$ cat src/inc/doag_defs.vh
// Constants for the dual operand address generator
`ifndef DOAG_DEFS_VH
`define DOAG_DEFS_VH
`define DOAG_AW      14
`define DOAG_DW      16
`define DOAG_PW      24
`define DOAG_XW      8
`define DOAG_NPTR    4
`define DOAG_SELW    2
`define DOAG_XBYTE_RST 8'h00
`define DOAG_PTR_RST 14'h0000
// Register-load target codes
`define DOAG_TGT_PTR 2'h0
`define DOAG_TGT_MOD 2'h1
`define DOAG_TGT_LEN 2'h2
`define DOAG_TGT_BASE 2'h3
`endif

$ cat src/doag_top.v
// Dual operand address generator with program memory word adapter
`timescale 1ns/1ps
`include "doag_defs.vh"
module doag_top (
	input  wire                  core_clk,
	input  wire                  reset_n,
	input  wire                  dataOnlyAcc,
	input  wire [`DOAG_SELW-1:0] dataOnlyPtr,
	input  wire [`DOAG_SELW-1:0] dataOnlyMod,
	input  wire                  bitRevMode,
	input  wire                  dualSpaceAcc,
	input  wire [`DOAG_SELW-1:0] dualSpacePtr,
	input  wire [`DOAG_SELW-1:0] dualSpaceMod,
	input  wire                  dualSpaceToPm,
	input  wire                  sportAcc,
	input  wire [`DOAG_SELW-1:0] sportPtr,
	input  wire [`DOAG_SELW-1:0] sportMod,
	input  wire                  ldEn,
	input  wire                  ldUnit,
	input  wire [1:0]            ldTgt,
	input  wire [`DOAG_SELW-1:0] ldIdx,
	input  wire [`DOAG_AW-1:0]   ldVal,
	input  wire                  xbyteWrEn,
	input  wire [`DOAG_XW-1:0]   xbyteWrVal,
	input  wire                  pmWrReq,
	input  wire [`DOAG_DW-1:0]   pmWrReg,
	input  wire                  pmRdData,
	input  wire [`DOAG_PW-1:0]   pmRdWord,
	output wire                  sportStall,
	output wire [`DOAG_AW-1:0]   dmAddr,
	output wire                  dmAddrValid,
	output wire [`DOAG_AW-1:0]   dsAddr,
	output wire                  dsAddrValid,
	output reg                   dsIsPm,
	output reg  [`DOAG_PW-1:0]   pmWrWord,
	output reg                   pmWrValid,
	output reg  [`DOAG_DW-1:0]   pmRdReg,
	output reg  [`DOAG_XW-1:0]   word_extension_byte
);
	// Serial port transfers borrow the dual space unit when the core leaves it idle;
	// the core keeps priority so instruction timing stays fixed
	wire useSport = sportAcc && !dualSpaceAcc;
	wire dsAcc    = dualSpaceAcc || useSport;
	wire [`DOAG_SELW-1:0] dsPtr = useSport ? sportPtr : dualSpacePtr;
	wire [`DOAG_SELW-1:0] dsMod = useSport ? sportMod : dualSpaceMod;
	assign sportStall = sportAcc && dualSpaceAcc;

	// Both units run in parallel; each steps only in cycles its access enable is high
	doag_unit #(.BITREV_OK(1)) data_only_address_unit (
		.core_clk  (core_clk),
		.reset_n   (reset_n),
		.accEn     (dataOnlyAcc),
		.accPtr    (dataOnlyPtr),
		.accMod    (dataOnlyMod),
		.bitRevEn  (bitRevMode),
		.ldEn      (ldEn && !ldUnit),
		.ldTgt     (ldTgt),
		.ldIdx     (ldIdx),
		.ldVal     (ldVal),
		.addrOut   (dmAddr),
		.addrValid (dmAddrValid)
	);
	doag_unit #(.BITREV_OK(0)) dual_space_address_unit (
		.core_clk  (core_clk),
		.reset_n   (reset_n),
		.accEn     (dsAcc),
		.accPtr    (dsPtr),
		.accMod    (dsMod),
		.bitRevEn  (1'b0),
		.ldEn      (ldEn && ldUnit),
		.ldTgt     (ldTgt),
		.ldIdx     (ldIdx),
		.ldVal     (ldVal),
		.addrOut   (dsAddr),
		.addrValid (dsAddrValid)
	);

	always @(posedge core_clk)
	begin
		if (!reset_n)
		begin
			dsIsPm              <= 1'b0;
			pmWrWord            <= {`DOAG_PW{1'b0}};
			pmWrValid           <= 1'b0;
			pmRdReg             <= {`DOAG_DW{1'b0}};
			word_extension_byte <= `DOAG_XBYTE_RST;
		end
		else
		begin
			if (dsAcc)
				dsIsPm <= dualSpaceToPm && !useSport;
			pmWrValid <= pmWrReq;
			if (pmWrReq)
				pmWrWord <= {pmWrReg, word_extension_byte};
			if (pmRdData)
			begin
				pmRdReg             <= pmRdWord[`DOAG_PW-1:`DOAG_XW];
				word_extension_byte <= pmRdWord[`DOAG_XW-1:0];
			end
			else if (xbyteWrEn)
				word_extension_byte <= xbyteWrVal;
		end
	end
endmodule

$ cat src/doag_unit.v
// One address generator: four pointers, modify and length registers
`timescale 1ns/1ps
`include "doag_defs.vh"
module doag_unit #(
	parameter BITREV_OK = 1
)(
	input  wire                    core_clk,
	input  wire                    reset_n,
	input  wire                    accEn,
	input  wire [`DOAG_SELW-1:0]   accPtr,
	input  wire [`DOAG_SELW-1:0]   accMod,
	input  wire                    bitRevEn,
	input  wire                    ldEn,
	input  wire [1:0]              ldTgt,
	input  wire [`DOAG_SELW-1:0]   ldIdx,
	input  wire [`DOAG_AW-1:0]     ldVal,
	output reg  [`DOAG_AW-1:0]     addrOut,
	output reg                     addrValid
);
	// Each entry lives in its own generate block so every register has a single driver
	wire [`DOAG_AW-1:0] ptrAll  [0:`DOAG_NPTR-1];
	wire [`DOAG_AW-1:0] modAll  [0:`DOAG_NPTR-1];
	wire [`DOAG_AW-1:0] lenAll  [0:`DOAG_NPTR-1];
	wire [`DOAG_AW-1:0] baseAll [0:`DOAG_NPTR-1];
	reg [`DOAG_AW-1:0] cur;
	reg [`DOAG_AW-1:0] rev;
	reg [`DOAG_AW:0]   sum;
	reg [`DOAG_AW:0]   off;
	reg [`DOAG_AW-1:0] ptr_d;
	reg [`DOAG_AW-1:0] modv;
	reg [`DOAG_AW-1:0] lenv;
	integer k;
	always @*
	begin
		cur  = ptrAll[accPtr];
		modv = modAll[accMod];
		lenv = lenAll[accPtr];
		for (k = 0; k < `DOAG_AW; k = k + 1)
			rev[k] = cur[`DOAG_AW-1-k];
		// Modify is two's complement, so the sum wraps naturally
		sum  = {1'b0, cur} + {modv[`DOAG_AW-1], modv};
		off  = {1'b0, cur} + {modv[`DOAG_AW-1], modv} - {1'b0, baseAll[accPtr]};
		ptr_d = sum[`DOAG_AW-1:0];
		if (lenv != {`DOAG_AW{1'b0}})
		begin
			// Offset relative to base; negative means below buffer start
			if (off[`DOAG_AW])
				ptr_d = sum[`DOAG_AW-1:0] + lenv;
			else if (off[`DOAG_AW-1:0] >= lenv)
				ptr_d = sum[`DOAG_AW-1:0] - lenv;
		end
	end
	genvar g;
	generate
		for (g = 0; g < `DOAG_NPTR; g = g + 1)
		begin : gPtr
			reg [`DOAG_AW-1:0] ptr_q;
			reg [`DOAG_AW-1:0] mod_q;
			reg [`DOAG_AW-1:0] len_q;
			reg [`DOAG_AW-1:0] base_q;
			assign ptrAll[g]  = ptr_q;
			assign modAll[g]  = mod_q;
			assign lenAll[g]  = len_q;
			assign baseAll[g] = base_q;
			always @(posedge core_clk)
			begin
				if (!reset_n)
				begin
					ptr_q  <= `DOAG_PTR_RST;
					mod_q  <= `DOAG_PTR_RST;
					len_q  <= `DOAG_PTR_RST;
					base_q <= `DOAG_PTR_RST;
				end
				else
				begin
					// Loads win over a post-modify of the same pointer
					if (ldEn && ldIdx == g && ldTgt == `DOAG_TGT_PTR)
						ptr_q <= ldVal;
					else if (accEn && accPtr == g)
						ptr_q <= ptr_d;
					if (ldEn && ldIdx == g && ldTgt == `DOAG_TGT_MOD)
						mod_q <= ldVal;
					if (ldEn && ldIdx == g && ldTgt == `DOAG_TGT_LEN)
						len_q <= ldVal;
					if (ldEn && ldIdx == g && ldTgt == `DOAG_TGT_BASE)
						base_q <= ldVal;
				end
			end
		end
	endgenerate
	always @(posedge core_clk)
	begin
		if (!reset_n)
		begin
			addrOut   <= `DOAG_PTR_RST;
			addrValid <= 1'b0;
		end
		else
		begin
			addrValid <= accEn;
			if (accEn)
				addrOut <= (BITREV_OK != 0 && bitRevEn) ? rev : cur;
		end
	end
endmodule

$ cat config.mk
export PLATFORM = sky130hd
export DESIGN_NAME = doag_top
export DESIGN_NICKNAME = d
export VERILOG_FILES = /design/src/doag_top.v /design/src/doag_unit.v
export VERILOG_INCLUDE_DIRS = /design/src /design/src/inc
export SDC_FILE = /design/constraint.sdc
export NUM_CORES = 2
export LEC_CHECK = 0
export ABC_AREA = 1
export BUFFER_PORTS_ARGS = -buffer_cell sky130_fd_sc_hd__buf_2
export CORE_MARGIN = 10
export CORE_UTILIZATION = 30
export DETAILED_ROUTE_END_ITERATION = 10
export PLACE_DENSITY = 0.52
export SYNTH_ARGS = -nofsm -noshare
export SYNTH_HDL_FRONTEND = slang
export SYNTH_SLANG_ARGS = --single-unit
$ cat constraint.sdc
create_clock -name core_clk -period 5.8 [get_ports core_clk]
set_input_delay 0 -clock core_clk [delete_from_list [all_inputs] [get_ports core_clk]]
set_output_delay 0 -clock core_clk [all_outputs]
set_load 0.02 [all_outputs]
### Yosys cells after proc, flatten, opt, wreduce, memory -nomap -nowiden

Cells that the tools add are included.

| operators by class | value |
|---|---|
| $add $sub $neg | 8 |
| $mul | 0 |
| divide/modulo/power cells | 0 |
| magnitude comparators | 6 |
| equal/unequal tests | 12 |
| shifts and indexed selects | 0 |
| muxes and demuxes | 51 |
| bitwise operators | 4 |
| reduce and logical (&&, ||, !) cells | 72 |

Operators with widths:

| operator | number |
|---|---|
| $mux W14 | 39 |
| $bmux W14 S2 | 8 |
| $logic_and A1 B1 Y1 | 53 |
| $add A14 B15 Y15 | 2 |
| $sub A15 B14 Y15 | 2 |
| $add A14 B14 Y14 | 2 |
| $ge A14 B14 Y1 | 2 |
| $reduce_bool A14 Y1 | 2 |
| $sub A14 B14 Y14 | 2 |
| $reduce_bool A2 Y1 | 9 |
| $eq A2 B2 Y1 const B | 8 |
| $mux W8 | 2 |
| $ge A3 B3 Y1 const B | 4 |
| $not A2 Y3 | 4 |
| $eq A2 B1 Y1 const B | 4 |
| $logic_not A2 Y1 | 4 |
| $mux W2 | 2 |
| $logic_not A1 Y1 | 3 |
| $logic_or A1 B1 Y1 | 1 |

| word-level totals | value |
|---|---|
| flip-flop bits (word level) | 528 |
| bits in latches | 0 |
| RAM bits | 0 |
| memory bits (read-only) | 0 |
| input port bits | 90 |
| memories | 0 |

### Longest topological paths before layout

| depth | value |
|---|---|
| depth after elaboration | 15 |
| gate-level depth with buffers | 47 |

### Hierarchy

A second synthesis with hierarchy kept.

| unflattened totals | value |
|---|---|
| cell total of the unflattened synthesis | 4143 |
| area total of the unflattened synthesis | 29122.9 sq um |

By module, submodules not included:

| module | times used | cells each | area an instance (sq um) | seq. area each (sq um) |
|---|---|---|---|---|
| doag_unit at data_only_address_unit | 1 | 1959 | 13653.1 | 4784.6 |
| doag_unit at dual_space_address_unit | 1 | 1920 | 13482.9 | 4784.6 |
| doag_top | 1 | 264 | 1986.9 | 1001.0 |

### Worst setup path after synthesis

Ideal clock, no wire load.

| timing path | value |
|---|---|
| kind | input to register |
| from | input sportAcc |
| to | register dual_space_address_unit.gPtr[0].ptr_q[2] |
| arrival | 5.799 ns |
| required time | 5.672 ns |
| slack | -0.127 ns |
| stages | 42 |
| path buffers | 5 |
| cell sequence | buf_4 nand3_2 nand2_8 inv_4 nor2_2 buf_2 buf_2 buf_1 a22oi_1 o221ai_1 ha_1 inv_1 fa_1 inv_1 nand2_1 o21ai_0 xor2_1 ha_1 [6 not listed] o21ai_0 a21oi_1 o21ai_1 xor2_1 ha_1 nand2_1 nor2_1 nand2_1 o211a_1 nand3_1 clkbuf_1 o21ai_0 o21ai_0 nand2_1 nand3_1 nand2_1 a21oi_1 nor2_1 |

| between the ends | value |
|---|---|
| word-level cells in the longest chain between the ends | 14 |
| elaborated cells between the ends (all ways) | 32 |

Ends and longest elaborated chain:

| item | line | RTL |
|---|---|---|
| from (decl) | doag_top.v:15 | `input wire sportAcc,` |
| $logic_and A1 B1 Y1 (*) | doag_top.v:42 | `wire useSport = sportAcc && !dualSpaceAcc;` |
| $mux W2 (*) | doag_top.v:44 | `` wire [`DOAG_SELW-1:0] dsPtr = useSport ? sportPtr : dualSpacePtr; `` |
| $not A2 Y3 (implied by the code) (*) | doag_unit.v:35 | `cur = ptrAll[accPtr];` |
| $bmux W14 S2 (*) | doag_unit.v:35 |  |
| $mux W14 (implied by the code) (*) (2 in series) | doag_unit.v:35 |  |
| via dual_space_address_unit.cur[0] | doag_unit.v:25 | `` reg [`DOAG_AW-1:0] cur; `` |
| $add A14 B15 Y15 (*) | doag_unit.v:41 | `` sum = {1'b0, cur} + {modv[`DOAG_AW-1], modv}; `` |
| $sub A15 B14 Y15 | doag_unit.v:42 | `` off = {1'b0, cur} + {modv[`DOAG_AW-1], modv} - {1'b0, baseAll[accPtr]}; `` |
| $ge A14 B14 Y1 | doag_unit.v:49 | `` else if (off[`DOAG_AW-1:0] >= lenv) `` |
| $mux W14 | doag_unit.v:49 |  |
| $mux W14 | doag_unit.v:47 | `` if (off[`DOAG_AW]) `` |
| $mux W14 (*) | doag_unit.v:44 | `` if (lenv != {`DOAG_AW{1'b0}}) `` |
| $mux W14 (*) | doag_unit.v:79 | `else if (accEn && accPtr == g)` |
| $mux W14 (*) | doag_unit.v:77 | `` if (ldEn && ldIdx == g && ldTgt == `DOAG_TGT_PTR) `` |
| to (signal assigned) | doag_unit.v:69 | `` ptr_q <= `DOAG_PTR_RST; `` |
| to (signal assigned) | doag_unit.v:78 | `ptr_q <= ldVal;` |
| to (signal assigned) | doag_unit.v:80 | `ptr_q <= ptr_d;` |
| to (decl) | doag_unit.v:57 | `` reg [`DOAG_AW-1:0] ptr_q; `` |

Mark *: on every way through the listed nets, which the timed path passes. The rest lies on a longest branch. The select of a mux whose other input is x is not followed.
A chain may end at the register's enable or synchronous reset.

### Worst setup path in the final report

| timing path | value |
|---|---|
| from | register dual_space_address_unit.gPtr[0].mod_q[0] |
| to | register dual_space_address_unit.gPtr[0].ptr_q[9] |

| between the ends | value |
|---|---|
| word-level cells in the longest chain between the ends | 11 |
| elaborated cells between the ends (all ways) | 13 |

Ends and longest elaborated chain:

| item | line | RTL |
|---|---|---|
| from (decl) | doag_unit.v:58 | `` reg [`DOAG_AW-1:0] mod_q; `` |
| from (signal assigned) | doag_unit.v:70 | `` mod_q <= `DOAG_PTR_RST; `` |
| from (signal assigned) | doag_unit.v:82 | `mod_q <= ldVal;` |
| $bmux W14 S2 (*) | doag_unit.v:36 | `modv = modAll[accMod];` |
| $mux W14 (implied by the code) (*) (2 in series) | doag_unit.v:36 |  |
| $add A14 B15 Y15 (*) | doag_unit.v:41 |  |
| $sub A15 B14 Y15 | doag_unit.v:42 |  |
| $ge A14 B14 Y1 | doag_unit.v:49 |  |
| $mux W14 | doag_unit.v:49 |  |
| $mux W14 | doag_unit.v:47 |  |
| $mux W14 (*) | doag_unit.v:44 |  |
| $mux W14 (*) | doag_unit.v:79 |  |
| $mux W14 (*) | doag_unit.v:77 |  |

Every way passes the cells marked *; elsewhere a longest branch is shown, timed or not. The select of a mux whose other input is x is not followed.

==> metrics <==
Area Growth Syn to Fin=25.68%; GP Congestion=between 0.8 and 0.9; leak pwr=15.12 nW; Synthesis Warnings=0; Die ar.=107800 sq um; flop2flop setup slack=0.45 ns; Post-Synth XOR/XNOR Area=2.286%; initial antenna violation count=2; Initial Util=30.11%; Rel. slew slack=14.10%; fin worst setup slack=0.4532 ns; clk root buf=clkbuf_16; number of global-route vias before repair=27.21k; All-Layer GR Usage=19.22%; Die Span Y=328.3 microns; top-area cell type share of the netlist area=a little under two fifths; count leader, synth=a21oi_1; core area=between 90000 and 100000 sq um; IO Port Bufs=170; crit path kind=flip-flop to flip-flop; Slew Limit Fails=0; overall via count from detail_route=a little under 30k; Final ANT Viol Nets=0; drt initial violations=2394; largest cells by area after synthesis=dfxtp_1, a21oi_1, o21ai_0, inv_1, nand2_1; Critical Path Fanout Max=5; Filler cells=around 10k; Worst setup SP type=flip-flop; NetSw=4.153 mW; hold path cells=8; WL per Instance=19.28 microns; Synth Area in Compound Gates=26.44%; Place WS=-0.1073 ns; TritonCTS clock tree=yes; fraction of layout cells with a size suffix above 1=15.94%; Crit path required time=~6.3 ns; Top FF cell, synth=dfxtp_1; Seq/Total Area, Yosys=~37%; clock share of power=33.2%; Cells after Synth=3990; Final setup viols=0; worst hold slack=0.03375 ns; vias per cell=5.106; die width=328.3 microns; Yosys top cell by area=dfxtp_1; clk sinks=528; first-pass GRT wire length=roughly 160000 microns; mapped cell area=28520 sq um; critical path arrival=5.85 ns; Mean Syn Cell Area=7.148 sq um; final WL=109400 microns; number of flops mapped to enable cells by yosys=0; drt pass-1 iters=6; Detailed Place HPWL=between 70000 and 80000 microns; grt total ovfl=0; setup TNS=0 ns; Internal=7.741 mW; Total Nets Final=around 4.6k; Worst path max stage delay=0.45 ns; Synthesized Nets=4223; DRC Markers=0; slowest CP cell=fa_2; Gate power share=between 30% and 40%; Final Hold Viols=0; Power Density=about 330 nW/um^2; Max Clock Freq=187.0 MHz; largest family of logic cells by synthesized area=compound AO/OA/AOI/OAI gates; Reg clk slew, reported paths=0.06 ns; mux cell area share after synthesis=0%; Clock Skew=between 0.04 and 0.05 ns; outcome=completed; filler-free cell count of the finished design=5677; Hold Crit Class=input port to flip-flop; VDD IR-drop max=263.1 uV; Worst-Skew Late Latency=0.65 ns; Synth cell types=58; Setup crit end kind=flip-flop; Worst-Margin Slew=~1.3 ns; Max Cap Violations=0; CTS buffer count=61; Post-Synth Adder-Cell Area=6.484%; Crit path top cell by count=nand2_1; Final Power=11.89 mW; Sw Share=34.92%; Max clock buf depth=3; # IOs=approximately 170; Simple-Gate Fraction of Synth Area=between 15 and 20%; cells on worst reg2reg path=36; Inst Count DP=5428; sequential power share=32.2%; flops & latches, synth=528; largest net degree at the start of global routing=169; Post-synth ARST share=0%; Tmin final=5.347 ns; Rows=113; Tcrit/Tclk final=92.19%; Commonest cells post-synth=a21oi_1, dfxtp_1, inv_1; H-tree levels=2
-- worst paths after layout --
check	from	endpoint
setup / recovery	dual_space_address_unit.gPtr[0].mod_q[0]$_SDFFE_PN0P_	dual_space_address_unit.gPtr[0].ptr_q[9]$_SDFFE_PN0P_
setup reg to reg	dual_space_address_unit.gPtr[0].mod_q[0]$_SDFFE_PN0P_	dual_space_address_unit.gPtr[0].ptr_q[9]$_SDFFE_PN0P_
hold / removal	dualSpacePtr[0]	dual_space_address_unit.addrOut[3]$_SDFFE_PN0P_
hold reg to reg	dual_space_address_unit.gPtr[0].len_q[11]$_SDFFE_PN0P_	dual_space_address_unit.gPtr[0].len_q[11]$_SDFFE_PN0P_
-- area by class of cell --
cell class / instances / area, sq um / area share (%)
multi-input cells: 2708 / 15560 / 43.42
flip-flops and latches: 528 / 10570 / 29.49
repair buffers: 551 / 4139 / 11.55
inverters: 510 / 1933 / 5.393
clock buffers: 89 / 1782 / 4.971
well taps: 1265 / 1583 / 4.416
clock inverters: 24 / 269.0 / 0.7505
diodes: 2 / 5.005 / 0.01396
-- what timing repair did --
| action | CTS | global route |
|---|---|---|
| pin swaps | 0 | 46 |
| hold buffers | 122 | 0 |
| gates resized for setup | 3 | 112 |
| hold endpoints to repair | 289 | 0 |
| setup buffers | 0 | 11 |
| cloned | 0 | 2 |
| setup endpoints to repair | 35 | 112 |
-- power groups by stage --
stage          registers, mW  logic [mW]  clock network (mW)
5_1_grt                 3.84        4.56                4.16
2_1_floorplan           3.94        2.30                   0
4_1_cts                 3.82        3.76                4.03
6_report                3.82        4.12                3.95
3_5_place_dp            3.90        3.67                   0
3_3_place_gp            3.90        3.66                   0
-- stage by stage --
stage	util [%]	area, sq um
after global routing	37.83	35840
after floorplan	-	28520
after CTS	37.20	35240
final	37.84	35840
after detailed placement	33.73	31950
after global placement	33.73	31950
-- routing by layer --
metal | up-vias | GRT usage (%) | wire (microns)
li1 | 14286 | - | -
met1 | 13689 | 26.66 | 49860
met2 | 868 | 31.43 | 50950
met3 | 146 | 2.247 | 6165
met4 | 0 | 4.664 | 2462
met5 | - | 0 | 0
-- cell families (layout without fill, tap and decap cells) --
logic type      after synthesis  after routing
buf+inv                     754           1174
xor+xnor                     72             72
fa+ha+maj                   143            143
simple gates               1127           1127
compound gates             1366           1366
other cells                   0              2
flops                       528            528
-- cell usage in the layout (no fill, tap or decap), types with 20 or more instances in the layout --
cell	instances
dlygate4sd3_1	121
a221oi_1	37
buf_4	250
clkbuf_16	63
ha_1	128
inv_1	488
buf_2	168
o21a_1	21
nor2_1	235
o21ai_0	460
nand3_1	292
nand2_2	37
o211ai_1	25
a21oi_1	572
o22ai_1	100
dfxtp_1	528
nand2_1	465
o221ai_1	20
a22oi_1	40
a21oi_2	21
xor2_1	53
-- flip-flops by register name, indices dropped and copies added (netlist names) --
name,cells
dual_space_address_unit.gPtr.len_q,56
data_only_address_unit.gPtr.base_q,56
pmWrValid,1
dual_space_address_unit.gPtr.base_q,56
dual_space_address_unit.gPtr.ptr_q,56
data_only_address_unit.gPtr.len_q,56
dsIsPm,1
dual_space_address_unit.addrValid,1
dual_space_address_unit.addrOut,14
data_only_address_unit.gPtr.mod_q,56
pmRdReg,16
dual_space_address_unit.gPtr.mod_q,56
pmWrWord,24
data_only_address_unit.gPtr.ptr_q,56
word_extension_byte,8
data_only_address_unit.addrValid,1
data_only_address_unit.addrOut,14
-- critical path, delay by kind of cell, from the launching register on --
| family | cells | cell delay [ns] |
|---|---|---|
| AOI/OAI and AO/OA | 12 | 1.53 |
| adders and majority gates | 4 | 1.26 |
| and+or+nand+nor | 12 | 1.09 |
| buffers and inverters | 6 | 0.57 |
| xor gates and xnor gates | 2 | 0.42 |
| DFF | 1 | 0.31 |
Power figures use the tool's default switching activity.
